## src/pme_consts.vh

```
// Constants for the programming mode entry block
`ifndef PME_CONSTS_VH
`define PME_CONSTS_VH
// Length of the low-voltage entry key in bits
`define PME_KEY_BITS 32
// Default entry key value (arbitrary value, not tied to any part)
`define PME_KEY_DEFAULT 32'h5a3c_96e1
// Reset value of the entry enable bit (erased state is 1)
`define PME_LVE_RESET 1'b1
// Mode encodings
`define PME_MODE_RUN 2'h0
`define PME_MODE_HV 2'h1
`define PME_MODE_LV 2'h2
`define PME_MODE_LOCK 2'h3
`endif

```

## src/pme_pin_sync.v

```verilog
// Three-stage pin synchroniser with agreement filter
module pme_pin_sync (
   input wire clk_in,
   input wire srst_in,
   input wire pin_in,
   output reg level_out,
   output reg rise_out,
   output reg fall_out
);
   // First stage is read only by the second
   reg s1_reg;
   reg s2_reg;
   reg s3_reg;

   // Shift chain and filtered level; a change counts when stages two and three agree
   always @(posedge clk_in) begin
      if (srst_in) begin
         s1_reg <= 1'b0;
         s2_reg <= 1'b0;
         s3_reg <= 1'b0;
         level_out <= 1'b0;
         rise_out <= 1'b0;
         fall_out <= 1'b0;
      end else begin
         s1_reg <= pin_in;
         s2_reg <= s1_reg;
         s3_reg <= s2_reg;
         rise_out <= 1'b0;
         fall_out <= 1'b0;
         // Agreement reached on a new value
         if ((s2_reg == s3_reg) && (s3_reg != level_out)) begin
            level_out <= s3_reg;
            rise_out <= s3_reg;
            fall_out <= ~s3_reg;
         end
      end
   end
endmodule // pme_pin_sync

```

## src/pme_entry.v

```verilog
// Programming mode entry logic: high-voltage and low-voltage key entry
`include "pme_consts.vh"
module pme_entry #(
   parameter KEY_BITS = `PME_KEY_BITS,
   parameter [KEY_BITS-1:0] ENTRY_KEY = `PME_KEY_DEFAULT
) (
   input wire REF_CLK_IN,
   input wire SRST_IN,
   input wire PROG_SERIAL_CLOCK_IN,
   input wire PROG_SERIAL_DATA_IN,
   input wire MASTER_CLEAR_RESET_PIN_IN,
   input wire HIGH_VOLTAGE_IN,
   input wire RESET_FUNC_CFG_IN,
   input wire CLEAR_LVE_REQ_IN,
   input wire DATA_OUT_VALUE_IN,
   input wire DATA_OUT_ENABLE_IN,
   output reg PROG_SERIAL_DATA_OUT,
   output reg PROG_SERIAL_DATA_OE_OUT,
   output reg PROG_MODE_OUT,
   output reg HV_SESSION_OUT,
   output reg LV_SESSION_OUT,
   output reg LOW_VOLTAGE_ENTRY_ENABLE_OUT,
   output reg RESET_FUNC_EN_OUT,
   output reg KEY_FAIL_OUT
);
   // Synchronised pin levels and edges
   wire clk_level;
   wire clk_rise;
   wire dat_level;
   wire master_clear_reset_pin_level;
   wire master_clear_reset_pin_rise;
   wire master_clear_reset_pin_fall;
   wire hv_level;
   // Mode state and its next value
   reg [1:0] mode_reg;
   reg [1:0] mode_next;
   // Key shift register and bit counter
   reg [KEY_BITS-1:0] shift_reg;
   reg [KEY_BITS-1:0] shift_next;
   reg [5:0] count_reg;
   reg [5:0] count_next;
   // Entry enable configuration bit
   reg lve_reg;
   reg lve_next;
   // Mode state codes, binary
   localparam [1:0] MODE_RUN = `PME_MODE_RUN;
   localparam [1:0] MODE_HV = `PME_MODE_HV;
   localparam [1:0] MODE_LV = `PME_MODE_LV;
   localparam [1:0] MODE_LOCK = `PME_MODE_LOCK;

   // Decode of the two session states, shared by the mode and drive outputs
   function in_session;
      input [1:0] mode;
      begin
         in_session = (mode == MODE_HV) || (mode == MODE_LV);
      end
   endfunction

   // Serial clock synchroniser; edges found on the local clock
   pme_pin_sync u_clk_sync (
      .clk_in(REF_CLK_IN),
      .srst_in(SRST_IN),
      .pin_in(PROG_SERIAL_CLOCK_IN),
      .level_out(clk_level),
      .rise_out(clk_rise),
      .fall_out()
   );

   // Serial data synchroniser
   pme_pin_sync u_dat_sync (
      .clk_in(REF_CLK_IN),
      .srst_in(SRST_IN),
      .pin_in(PROG_SERIAL_DATA_IN),
      .level_out(dat_level),
      .rise_out(),
      .fall_out()
   );

   // Reset pin synchroniser
   pme_pin_sync u_master_clear_reset_pin_sync (
      .clk_in(REF_CLK_IN),
      .srst_in(SRST_IN),
      .pin_in(MASTER_CLEAR_RESET_PIN_IN),
      .level_out(master_clear_reset_pin_level),
      .rise_out(master_clear_reset_pin_rise),
      .fall_out(master_clear_reset_pin_fall)
   );

   // High-voltage detector synchroniser
   pme_pin_sync u_hv_sync (
      .clk_in(REF_CLK_IN),
      .srst_in(SRST_IN),
      .pin_in(HIGH_VOLTAGE_IN),
      .level_out(hv_level),
      .rise_out(),
      .fall_out()
   );

   // Next-state logic for mode, key shifter and enable bit
   always @* begin
      // Hold everything unless a branch below says otherwise
      mode_next = mode_reg;
      shift_next = shift_reg;
      count_next = count_reg;
      lve_next = lve_reg;
      case (mode_reg)
         MODE_RUN: begin
            if (master_clear_reset_pin_rise && hv_level && !clk_level && !dat_level) begin
               mode_next = MODE_HV;
            end else if (lve_reg && !master_clear_reset_pin_level) begin
               if (clk_rise) begin
                  shift_next = {shift_reg[KEY_BITS-2:0], dat_level};
                  count_next = count_reg + 6'h01;
                  // Last key bit: judge the whole word at once
                  if (count_reg == KEY_BITS - 1) begin
                     count_next = 6'h00;
                     if ({shift_reg[KEY_BITS-2:0], dat_level} == ENTRY_KEY) begin
                        mode_next = MODE_LV;
                     end else begin
                        mode_next = MODE_LOCK;
                     end
                  end
               end
            end else begin
               shift_next = {KEY_BITS{1'b0}};
               count_next = 6'h00;
            end
         end
         MODE_HV: begin
            if (CLEAR_LVE_REQ_IN) begin
               lve_next = 1'b0;
            end
            // Session ends when high voltage or the pin drops
            if (!hv_level || master_clear_reset_pin_fall) begin
               mode_next = MODE_RUN;
            end
         end
         MODE_LV: begin
            if (master_clear_reset_pin_level) begin
               mode_next = MODE_RUN;
               shift_next = {KEY_BITS{1'b0}};
            end
         end
         default: begin
            shift_next = {KEY_BITS{1'b0}};
            count_next = 6'h00;
            // Pin rise ends the lockout
            if (master_clear_reset_pin_rise) begin
               if (hv_level && !clk_level && !dat_level) begin
                  mode_next = MODE_HV;
               end else begin
                  // Plain release returns to normal running
                  mode_next = MODE_RUN;
               end
            end
         end
      endcase
   end

   // State registers
   always @(posedge REF_CLK_IN) begin
      if (SRST_IN) begin
         // Reset returns to normal running with the erased enable bit
         mode_reg <= MODE_RUN;
         shift_reg <= {KEY_BITS{1'b0}};
         count_reg <= 6'h00;
         lve_reg <= `PME_LVE_RESET;
      end else begin
         mode_reg <= mode_next;
         shift_reg <= shift_next;
         count_reg <= count_next;
         lve_reg <= lve_next;
      end
   end

   // Registered outputs
   always @(posedge REF_CLK_IN) begin
      if (SRST_IN) begin
         PROG_SERIAL_DATA_OUT <= 1'b0;
         PROG_SERIAL_DATA_OE_OUT <= 1'b0;
         PROG_MODE_OUT <= 1'b0;
         HV_SESSION_OUT <= 1'b0;
         LV_SESSION_OUT <= 1'b0;
         LOW_VOLTAGE_ENTRY_ENABLE_OUT <= `PME_LVE_RESET;
         RESET_FUNC_EN_OUT <= 1'b1;
         KEY_FAIL_OUT <= 1'b0;
      end else begin
         PROG_SERIAL_DATA_OUT <= DATA_OUT_VALUE_IN;
         PROG_SERIAL_DATA_OE_OUT <= DATA_OUT_ENABLE_IN && in_session(mode_next);
         // Session flags follow the next state so they land with the state register
         PROG_MODE_OUT <= in_session(mode_next);
         HV_SESSION_OUT <= (mode_next == MODE_HV);
         LV_SESSION_OUT <= (mode_next == MODE_LV);
         LOW_VOLTAGE_ENTRY_ENABLE_OUT <= lve_next;
         RESET_FUNC_EN_OUT <= lve_next | RESET_FUNC_CFG_IN;
         KEY_FAIL_OUT <= (mode_next == MODE_LOCK);
      end
   end
endmodule // pme_entry

```

## config.mk

```make
export PLATFORM = sky130hd
export DESIGN_NAME = pme_entry
export DESIGN_NICKNAME = d
export VERILOG_FILES = /design/src/pme_pin_sync.v /design/src/pme_entry.v
export VERILOG_INCLUDE_DIRS = /design/src
export SDC_FILE = /design/constraint.sdc
export NUM_CORES = 1
export LEC_CHECK = 0
export BUFFER_PORTS_ARGS = -buffer_cell sky130_fd_sc_hd__buf_2
export CAP_MARGIN = 20
export CORE_ASPECT_RATIO = 0.75
export CORE_MARGIN = 5
export CORE_UTILIZATION = 50
export CTS_CLUSTER_DIAMETER = 40
export DETAILED_ROUTE_END_ITERATION = 8
export PLACE_DENSITY = 0.67
export SETUP_SLACK_MARGIN = 0.3
export SLEW_MARGIN = 20
export SYNTH_ARGS = -nofsm -noshare
export SYNTH_HDL_FRONTEND = slang
export SYNTH_HIERARCHICAL = 1
export SYNTH_SLANG_ARGS = --single-unit
```

## constraint.sdc

```tcl
create_clock -name REF_CLK_IN -period 2.45 [get_ports REF_CLK_IN]
set_clock_uncertainty 0.15 [all_clocks]
set_input_delay 0.245 -clock REF_CLK_IN [delete_from_list [all_inputs] [get_ports REF_CLK_IN]]
set_output_delay 0.245 -clock REF_CLK_IN [all_outputs]
set_load 0.1 [all_outputs]
```

After elaboration in Yosys (flattened, before gate mapping)
Index checks and enable logic that the tools add are counted.
- flip-flop bits (word level): 66
- input bits: 10
- output and inout bits: 8
- logic and storage cells: 100
- $add $sub $neg: 1
- eq/ne operators: 18
- multiplexer cells: 22
- bitwise logic cells: 6
- reduce and logical (&&, ||, !) cells: 23
- operators by type and width (kind ; count):
    $mux W31 ; 4
    $pmux W31 S3 ; 1
    $eq A32 B31 Y1 const B ; 1
    $mux W6 ; 4
    $mux W2 ; 7
    $pmux W6 S2 ; 1
    $logic_and A1 B1 Y1 ; 11
    $add A6 B1 Y6 const B ; 1
    $eq A2 B2 Y1 const B ; 3
    $eq A6 B5 Y1 const B ; 1
    $pmux W2 S3 ; 1
    $reduce_or A2 Y1 ; 3
    $not A1 Y1 ; 5
    $eq A1 B1 Y1 ; 4
    $eq A2 B1 Y1 const B ; 2
    $logic_not A1 Y1 ; 4
    $mux W1 ; 4
    $ne A1 B1 Y1 ; 4
    $reduce_and A4 Y1 ; 1
    $ne A3 B2 Y1 const B ; 1
    $reduce_and A3 Y1 ; 1
    $logic_not A2 Y1 ; 1
    $logic_or A1 B1 Y1 ; 2
    $ne A2 B1 Y1 const B ; 1
    2 further kinds ; 2

Longest topological paths before layout
Gate-level depths: netlist of run 1.
- depth after elaboration: 10
- mapped depth: 9

By module
Netlist of run 1, hierarchy kept.
- modules (own cells, without submodules) (module ; instances ; cells each ; area an instance (µm²) ; seq. area each (µm²)):
    pme_entry ; 1 ; 243 ; 2078.2 ; 940.9
    pme_pin_sync ; 4 ; 14 ; 177.7 ; 120.1

Worst setup path before layout of run 1
No wires, ideal clock.
- kind: reg2reg
- from: register LOW_VOLTAGE_ENTRY_ENABLE_OUT (netlist name)
- to: register PROG_SERIAL_DATA_OE_OUT
- library setup time: 0.115 ns
- arrival: 2.425 ns
- required time: 2.185 ns
- path slack: -0.240 ns
- cell stages (with the launch flop): 8
- period minus slack after synthesis: 2.690 ns
- path through: dfxtp_1 > nand2b_1 > o311a_1 > a211oi_1 > a21boi_0 > ha_1 > nor2_1 > and2_1
- RTL lines (element ; RTL line ; RTL):
    end signal, assigned ; pme_entry.v:189 ; PROG_SERIAL_DATA_OE_OUT <= DATA_OUT_ENABLE_IN && in_session(mode_next);
    end, declared ; pme_entry.v:18 ; output reg PROG_SERIAL_DATA_OE_OUT,

Worst setup path after layout of run 1
- from: register count_reg[0]
- to: register PROG_SERIAL_DATA_OE_OUT
- cells in the longest elaborated chain, start to end: 9
- elaborated cells between the ends (all ways): 10
- ends and longest elaborated chain (element ; RTL line ; RTL):
    start, declared ; pme_entry.v:40 ; reg [5:0] count_reg;
    start signal, assigned ; pme_entry.v:171 ; count_reg <= count_next;
    $eq A6 B5 Y1 (*) ; pme_entry.v:115 ; if (count_reg == KEY_BITS - 1) begin
    $mux W2 (*) ; pme_entry.v:115 ;
    $mux W2 (*) ; pme_entry.v:111 ; if (clk_rise) begin
    $mux W2 (*) ; pme_entry.v:110 ; end else if (lve_reg && !master_clear_reset_pin_level) begin
    $mux W2 (*) ; pme_entry.v:108 ; if (master_clear_reset_pin_rise && hv_level && !clk_level && !dat_level) begin
    $pmux W2 S3 (*) ; pme_entry.v:106 ; case (mode_reg)
    named net mode_next[0] ; pme_entry.v:36 ; reg [1:0] mode_next;
    $eq A2 B1 Y1 or $eq A2 B2 Y1 (tied branches) ; pme_entry.v:55 ; in_session = (mode == MODE_HV) || (mode == MODE_LV);
    $logic_or A1 B1 Y1 (*) ; pme_entry.v:55 ;
    $logic_and A1 B1 Y1 (*) ; pme_entry.v:189 ;
The timed path passes the listed nets; every way through them passes the cells marked *.
A chain may end at the register's enable or synchronous reset.

==> flow_summary.json, run 1 <==
{
  "p_switching_uw": 433.8,
  "power_frac_seq_pct": 52.5,
  "antenna_found_initial": 0,
  "vias": 2096,
  "cp_cell_sequence": "ha_4, nand3_4, o311a_1, a211oi_2, a21boi_2, ha_1, nor2_1, and2_1",
  "start_util_pct": 52.80,
  "post-route-period-util_pct": 84.95,
  "power_leakage_uw": 0.001110,
  "synth.net_count": 307,
  "syn_to_final_growth_pct": 21.57,
  "setup_tns_ns": 0,
  "crit_arrival_ns": 2.16,
  "outcome": "finished clean",
  "fin_crit_ns": 2.081,
  "p_sw_share_pct": 21.03,
  "n_fill_cell": 430,
  "die_y_um": 72.99,
  "cts_max_level": 3,
  "multiInputGateArea_um2": 1296,
  "root_buffer": "clkbuf_8",
  "tightestPinTransition_ns": 0.5598,
  "syn_area_um2": 2645,
  "endpoint_kind": "flip-flop",
  "final-hold-violation-count": 0,
  "grt_usage_pct": 16.52,
  "grt_max_degree": 36,
  "num_io_pins": 18,
  "totalWireLength_um": 5213,
  "numCtsBuffers": 9,
  "cp.required_ns": 2.53,
  "syn_area_per_cell_um2": 9.152,
  "register_area_um2": 1331,
  "largest_register_ffs": 31,
  "criticalPathCategory": "reg -> reg",
  "slew_headroom_pct": 62.68,
  "n_antenna_cell": 0,
  "hold_class": "in -> reg",
  "clk_pin_slew_ns": 0.07,
  "hold_start": "CLEAR_LVE_REQ_IN",
  "critPathMaxFanout": 5,
  "via_per_inst": 5.280,
  "cell_internal_pwr_uw": 1629,
  "tritoncts": "yes",
  "ir_drop_uv": 467.7,
  "dieWidth_um": 93.99,
  "first_pass_iters": 4,
  "cp-startpoint": "count_reg[0]",
  "core_area_um2": 5010,
  "drive_above_1_share_pct": 21.23,
  "globalRoute.totalOverflow": 0,
  "clockBufferDepth": 2,
  "drcViolationCount": 0,
  "grt_pass1_vias": 1995,
  "pwr-share-comb_pct": 2.9,
  "clockPowerShare_pct": 44.6,
  "crit_slowest_cell": "dfxtp_4",
  "synth_cells": 289,
  "cp-start-kind": "flip-flop",
  "rows": 22,
  "path_delay_family": "compound AO/OA/AOI/OAI gates",
  "r2r_start": "count_reg[0]",
  "yosysWarnings": 6,
  "p_total_uw": 2063,
  "fmax_mhz": 480.5,
  "cap_violations": 0,
  "worstSkewPairLatency_ns": 0.34,
  "cts.sinks": 66,
  "drt-wirelength-per-cell_um": 13.13,
  "critPathBufInv": 0,
  "grt_pass1_wl_um": 8963,
  "io_buffers": 17,
  "rsz0062_at_grt": "true",
  "critPathMaxStageDelay_ns": 0.37,
  "die_area_um2": 6860,
  "ant_nets": 0,
  "drv_slew": 0,
  "routabilityCongestion": 0.9065,
  "dp_hpwl_um": 3197,
  "setup_viol": 0,
  "power.density_nw_per_um2": 641.6,
  "first_iter_violations": 107,
  "fin_nets": 338
}
-- layout by cell type, fill, tap and decap left out, types with 3 or more instances in the layout --
cell and count:
nor2_1 5, nor2b_1 14, and3b_1 3, clkbuf_8 11
ha_1 5, buf_4 10, a21o_1 3, a21oi_1 42
nand2b_1 3, dlygate4sd3_1 7, nand4_1 3, buf_2 17
nor4b_1 4, nand3_1 34, nor2b_4 4, nand2_1 39
dfxtp_1 62, o21ai_0 7, inv_1 5
-- worst register-to-register path, cell delays in order (launching register included) --
cell	delay, ns
dfxtp_4	0.37
ha_4	0.16
nand3_4	0.10
o311a_1	0.31
a211oi_2	0.28
a21boi_2	0.11
ha_1	0.28
nor2_1	0.04
and2_1	0.17
-- cell type report --
cell class              instances  share of cell area, %
clock buffers                  12                  4.825
multi-input cells             201                  40.31
clock inverters                 4                  1.556
repair buffers                 36                  8.405
flip-flops and latches         66                  41.40
well taps                      72                  2.802
inverters                       6                 0.7004
-- through the flow --
step,utilization (%),hold slack [ns],setup WS [ns],cell area (µm²),cells
2_1_floorplan,-,0.1593,0.3337,2654,289
3_3_place_gp,57.02,0.2674,0.1796,2856,372
3_5_place_dp,57.02,0.2745,0.03080,2856,372
4_1_cts,62.89,0.03944,0.2789,3151,396
5_1_grt,64.19,0.05669,0.2499,3216,397
6_report,64.19,0.05490,0.3688,3216,397
-- power by group through the flow --
stage | clock [µW] | sequential [µW] | combinational (µW)
3_5_place_dp | 0 | 1110 | 50.8
2_1_floorplan | 0 | 1110 | 22.1
6_report | 920 | 1080 | 59.1
4_1_cts | 946 | 1080 | 59.3
5_1_grt | 998 | 1080 | 65.1
3_3_place_gp | 0 | 1110 | 50.4
-- worst paths after layout --
kind	cells past startpoint	slack (ns)	end
setup / recovery	8	0.37	PROG_SERIAL_DATA_OE_OUT
hold / removal	3	0.05	LOW_VOLTAGE_ENTRY_ENABLE_OUT
setup reg to reg	8	0.37	PROG_SERIAL_DATA_OE_OUT
hold reg to reg	1	0.29	u_clk_sync/s2_reg
-- routing by layer --
metal	track usage, %	vias to the layer above	routed length, µm
met5	0	-	0
met2	24.94	42	2359
met4	6.571	0	57
met1	21.83	971	2548
li1	-	1076	-
met3	5.567	7	248
-- repair_timing --
action / 4_1_cts / 5_1_grt
pin swaps: 1 / 4
setup endpoints to repair: 7 / 7
buffers inserted: 1 / 1
resized for setup: 6 / 13
hold endpoints to repair: 7 / 0
hold buffers: 7 / 0
No activity file was read; power rests on OpenSTA's default activity.
==> run 2: changes to the inputs <==
==> constraint.sdc (replaced) <==
create_clock -name REF_CLK_IN -period 2.1 [get_ports REF_CLK_IN]
set_clock_uncertainty 0.15 [all_clocks]
set_input_delay 0.21 -clock REF_CLK_IN [delete_from_list [all_inputs] [get_ports REF_CLK_IN]]
set_output_delay 0.21 -clock REF_CLK_IN [all_outputs]
set_load 0.1 [all_outputs]
==> run 2 against run 1 <==
Effect of this change: flip-flop and latch count unchanged; largest power group unchanged; fmax decreased by 0.33%; critical endpoint unchanged; first-iteration DRC count rose by 52%.
==> flow_summary.json, run 2 (synthesized netlist as in run 1, its figures left out) <==
{
  "hold_start": "CLEAR_LVE_REQ_IN",
  "fin_crit_ns": 2.088,
  "totalWireLength_um": 7020,
  "rrSetupSlack_ns": 0.01,
  "holdPathStages": 3,
  "globalRoute.totalOverflow": 0,
  "layout_common_cells": "dfxtp_1 (56), nand2_1 (39), a21oi_1 (30)",
  "hold_class": "in -> reg",
  "ir_drop_uv": 538.3,
  "rsz0062_at_grt": "true",
  "criticalPathCategory": "reg -> reg",
  "vias": 2362,
  "crit_arrival_ns": 2.17,
  "clk_pin_slew_ns": 0.07,
  "critPathMaxFanout": 3,
  "grt_pass1_vias": 2174,
  "ant_nets": 0,
  "io_buffers": 17,
  "n_antenna_cell": 0,
  "clockBufferDepth": 2,
  "grt-busiest-layer": "met2",
  "fmax_mhz": 478.9,
  "grt_usage_pct": 19.43,
  "final_area_um2": 3846,
  "use_met1_pct": 24.41,
  "endpoint_kind": "flip-flop",
  "cell_internal_pwr_uw": 1882,
  "setup_tns_ns": 0,
  "tightestPinTransition_ns": 0.8134,
  "largest_register_ffs": 31,
  "dp.cells": 380,
  "reg2reg_depth": 8,
  "pwr-share-comb_pct": 3.4,
  "p_switching_uw": 508.1,
  "clockPowerShare_pct": 43.8,
  "p_total_uw": 2390,
  "hold_end": "LOW_VOLTAGE_ENTRY_ENABLE_OUT",
  "rows": 22,
  "dieWidth_um": 93.99,
  "power_leakage_uw": 0.001359,
  "gr-usage-met2_pct": 32.26,
  "outcome": "finished clean",
  "final_cells": 429,
  "cp.required_ns": 2.18,
  "grt_pass1_wl_um": 10340,
  "drcViolationCount": 0,
  "placed_area_um2": 2963,
  "syn_to_final_growth_pct": 45.41,
  "core_area_um2": 5010,
  "tritoncts": "yes",
  "via_per_inst": 5.506,
  "r2r_start": "count_reg[1]",
  "fin_nets": 371,
  "final-hold-violation-count": 0,
  "die_y_um": 72.99,
  "num_io_pins": 18,
  "pre_cts_ws_ns": -0.0005583,
  "drv_slew": 0,
  "worstSkewPairLatency_ns": 0.34,
  "drive_above_1_share_pct": 40.90,
  "first_pass_iters": 5,
  "antenna_found_initial": 0,
  "numCtsBuffers": 9,
  "root_buffer": "clkbuf_8",
  "routabilityCongestion": 0.7665,
  "post-route-period-util_pct": 99.44,
  "start_util_pct": 52.80,
  "cap_violations": 0,
  "use_met3_pct": 5.979,
  "die_area_um2": 6860,
  "setup_viol": 0,
  "cp-start-kind": "flip-flop",
  "power_frac_seq_pct": 52.8,
  "drt-wirelength-per-cell_um": 16.36,
  "p_sw_share_pct": 21.26,
  "timing.final.ws_setup_ns": 0.01185,
  "cts.sinks": 66,
  "rr_endpoint": "PROG_SERIAL_DATA_OE_OUT",
  "power.density_nw_per_um2": 621.4,
  "dp_hpwl_um": 3494,
  "layout.cells.most_common": "dfxtp_1",
  "slew_headroom_pct": 45.77,
  "cts_max_level": 3,
  "grt_max_degree": 36,
  "first_iter_violations": 163
}
[run 2: cell count changes in the layout (fill, tap and decap cells not counted), moves of 4 or more]
cell,previous run,this run
buf_6,0,7
dfxtp_1,62,56
a21oi_2,0,12
buf_4,10,29
nand3_1,34,24
a21oi_1,42,30
dfxtp_2,2,6
nand3_2,0,10
[run 2: layout make-up]
type / count / area (µm²)
multi-input combinational: 201 / 1526
tap: 72 / 90.09
sequential: 66 / 1344
timing repair buffer: 69 / 656.9
clock buffer: 14 / 193.9
clock inverter: 1 / 5.005
fill: 321 / 1164
inverter: 6 / 30.03
[run 2: critical path: stages (launching register included)]
cell and delay (ns):
dfxtp_4 0.37, ha_4 0.17, nand3_4 0.08, o311a_1 0.36, a211oi_4 0.25, a21boi_2 0.11, ha_1 0.30, nor2_2 0.04
and2_1 0.16
[run 2: repair_timing]
action	4_1_cts	5_1_grt
hold buffers	7	0
pin swaps	13	36
gates cloned	2	2
buffers inserted	20	3
endpoints found under the hold margin	7	0
endpoints found under the setup margin	39	43
gates resized for setup	26	52
[run 2: layer usage]
metal  share of wire, %  routed length [µm]  vias to the layer above
li1                   -                   -                     1142
met1                 44                3101                     1146
met2                 50                3498                       64
met3                4.6                 321                       10
met4                1.4                  97                        0
met5                  0                   0                        -
[run 2: per-stage QoR]
stage / hold slack (ns) / util (%)
after floorplan: 0.1243 / -
after global placement: 0.2512 / 59.14
after detailed placement: 0.2520 / 59.14
after CTS: 0.01224 / 70.98
after global routing: 0.03792 / 76.77
final: 0.02086 / 76.77
[run 2: power groups by stage]
stage | logic, µW | clock network [µW] | registers (µW)
6_report | 80.5 | 1050 | 1260
5_1_grt | 86.2 | 1130 | 1260
4_1_cts | 74.7 | 1060 | 1260
3_5_place_dp | 60.3 | 0 | 1290
3_3_place_gp | 59.1 | 0 | 1290
2_1_floorplan | 25.9 | 0 | 1300
[run 2: worst max-delay path by stage]
stage | from | to | cells after the start
floorplan | LOW_VOLTAGE_ENTRY_ENABLE_OUT | PROG_SERIAL_DATA_OE_OUT | 7
global placement | count_reg[1] | PROG_SERIAL_DATA_OE_OUT | 8
detailed placement | count_reg[1] | PROG_SERIAL_DATA_OE_OUT | 8
CTS | count_reg[1] | PROG_SERIAL_DATA_OE_OUT | 8
global route | shift_reg[13] | PROG_SERIAL_DATA_OE_OUT | 7
finish | count_reg[1] | PROG_SERIAL_DATA_OE_OUT | 8
==> run 3: changes to the inputs <==
--- a/config.mk
+++ b/config.mk
@@ -13,7 +13,7 @@
 export CORE_UTILIZATION = 50
 export CTS_CLUSTER_DIAMETER = 40
 export DETAILED_ROUTE_END_ITERATION = 8
-export PLACE_DENSITY = 0.67
+export PLACE_DENSITY = 0.69
 export SETUP_SLACK_MARGIN = 0.3
 export SLEW_MARGIN = 20
 export SYNTH_ARGS = -nofsm -noshare
==> constraint.sdc (replaced) <==
create_clock -name REF_CLK_IN -period 1.92 [get_ports REF_CLK_IN]
set_clock_uncertainty 0.15 [all_clocks]
set_input_delay 0.192 -clock REF_CLK_IN [delete_from_list [all_inputs] [get_ports REF_CLK_IN]]
set_output_delay 0.192 -clock REF_CLK_IN [all_outputs]
set_load 0.1 [all_outputs]
==> run 3 against run 2 <==
Effect of this change: fmax shrank 0.36%; final area grew 4.9%; combinational power grew 11%; the flow now finishes with violations (setup timing); first-iteration DRC count shrank 2.5%; register-to-register slack lost 0.19 ns; non-clock buffer count grew 13; clock power grew 13%; flip-flop and latch count is the same; worst hold slack gained 0.19 ns.
==> flow_summary.json, run 3 (synthesized netlist as in run 1, its figures left out) <==
{
  "fin_nets": 384,
  "io_buffers": 17,
  "drive_above_1_share_pct": 50.94,
  "num_io_pins": 18,
  "grt_pass1_wl_um": 10940,
  "dieWidth_um": 93.99,
  "root_buffer": "clkbuf_8",
  "n_fill_cell": 297,
  "cp_cell_sequence": "buf_4, ha_2, nand2b_4, a31oi_2, a211oi_2, a21boi_2, ha_1, nor2_1, and2_1",
  "cap_violations": 0,
  "violations": "setup timing",
  "drt-wirelength-per-cell_um": 15.88,
  "critPathBufInv": 1,
  "final-hold-violation-count": 0,
  "pre_cts_ws_ns": -0.1554,
  "first_iter_violations": 159,
  "critPathMaxFanout": 3,
  "drv_slew": 0,
  "grt_usage_pct": 20.94,
  "ir_drop_uv": 634.9,
  "rows": 22,
  "slew_headroom_pct": 55.62,
  "routabilityCongestion": 0.7911,
  "syn_to_final_growth_pct": 52.60,
  "numCtsBuffers": 9,
  "layout_common_cells": "dfxtp_1 (58), buf_4 (45), nand2_1 (38)",
  "via_per_inst": 5.352,
  "fin_crit_ns": 2.096,
  "vias": 2371,
  "die_y_um": 72.99,
  "drcViolationCount": 0,
  "fmax_mhz": 477.2,
  "first_pass_iters": 4,
  "globalRoute.totalOverflow": 0,
  "hold_class": "in -> reg",
  "reg2reg_depth": 9,
  "tritoncts": "yes",
  "setup_viol": 38,
  "final_area_um2": 4036,
  "start_util_pct": 52.80,
  "crit_cells": 9,
  "crit_slowest_cell": "dfxtp_2",
  "worstSkewPairLatency_ns": 0.35,
  "crit_arrival_ns": 2.20,
  "layout.cells.most_common": "dfxtp_1",
  "rsz0062_at_grt": "true",
  "n_antenna_cell": 0,
  "setup_tns_ns": -2.448,
  "timing.final.ws_setup_ns": -0.1757,
  "cp-start-kind": "flip-flop",
  "power.density_nw_per_um2": 659.4,
  "clk_pin_slew_ns": 0.07,
  "ant_nets": 0,
  "critPathMaxStageDelay_ns": 0.35,
  "die_area_um2": 6860,
  "criticalPathCategory": "reg -> reg",
  "post-route-period-util_pct": 109.2,
  "core_area_um2": 5010,
  "placed_area_um2": 3166,
  "endpoint_kind": "flip-flop",
  "antenna_found_initial": 0,
  "holdPathStages": 2,
  "outcome": "finished, violations left",
  "cts_max_level": 3,
  "cts.sinks": 66,
  "power_leakage_uw": 0.001403,
  "grt_pass1_vias": 2285,
  "tightestPinTransition_ns": 0.6658,
  "path_delay_family": "compound AO/OA/AOI/OAI gates",
  "grt_max_degree": 33,
  "totalWireLength_um": 7036,
  "cp.required_ns": 2.02,
  "largest_register_ffs": 31,
  "clockBufferDepth": 2,
  "dp_hpwl_um": 3808
}
## run 3: timing repair
item	in CTS	in global routing
pin swaps	48	25
hold buffers	8	0
setup endpoints to repair	44	45
cloned	3	0
endpoints found under the hold margin	8	0
buffers inserted	10	0
gates resized for setup	57	39
## run 3: path summary, 6_finish.rpt
check | start | to | slack [ns]
hold reg to reg | u_dat_sync/s1_reg | u_dat_sync/s2_reg | 0.29
setup / recovery | mode_reg[1] | PROG_SERIAL_DATA_OE_OUT | -0.18
hold / removal | SRST_IN | mode_reg[1] | 0.21
setup reg to reg | mode_reg[1] | PROG_SERIAL_DATA_OE_OUT | -0.18
## run 3: per-stage QoR
stage          std cells  total power [µW]  util, %  hold slack, ns
6_report             443              2662    80.57          0.2069
5_1_grt              443              2760    80.57          0.2497
4_1_cts              443              2671    76.82          0.2066
3_5_place_dp         406              1479    63.19          0.2391
3_3_place_gp         406              1478    63.19          0.2309
2_1_floorplan        289              1451        -          0.1063
## run 3: per-layer routing
layer | track usage [%] | vias to the layer above | part of all wire, %
li1 | - | 1179 | -
met5 | 0 | - | 0
met1 | 26.90 | 1132 | 45
met3 | 7.216 | 9 | 4.3
met2 | 33.12 | 51 | 50
met4 | 6.891 | 0 | 1.0
## run 3: cell type report
class	count	area, µm²	share of cell area, %
inverter	6	25.02	0.6200
sequential	66	1336	33.11
tap	72	90.09	2.232
clock buffer	10	137.6	3.410
clock inverter	6	65.06	1.612
multi-input combinational	201	1669	41.35
timing repair buffer	82	713.2	17.67
## run 3: power breakdown
group | internal [µW] | total (µW) | switching, µW
registers | 1380 | 1380 | 5.31
clock network | 636 | 1190 | 553
logic | 38.1 | 89.6 | 51.5
total | 2050 | 2660 | 610
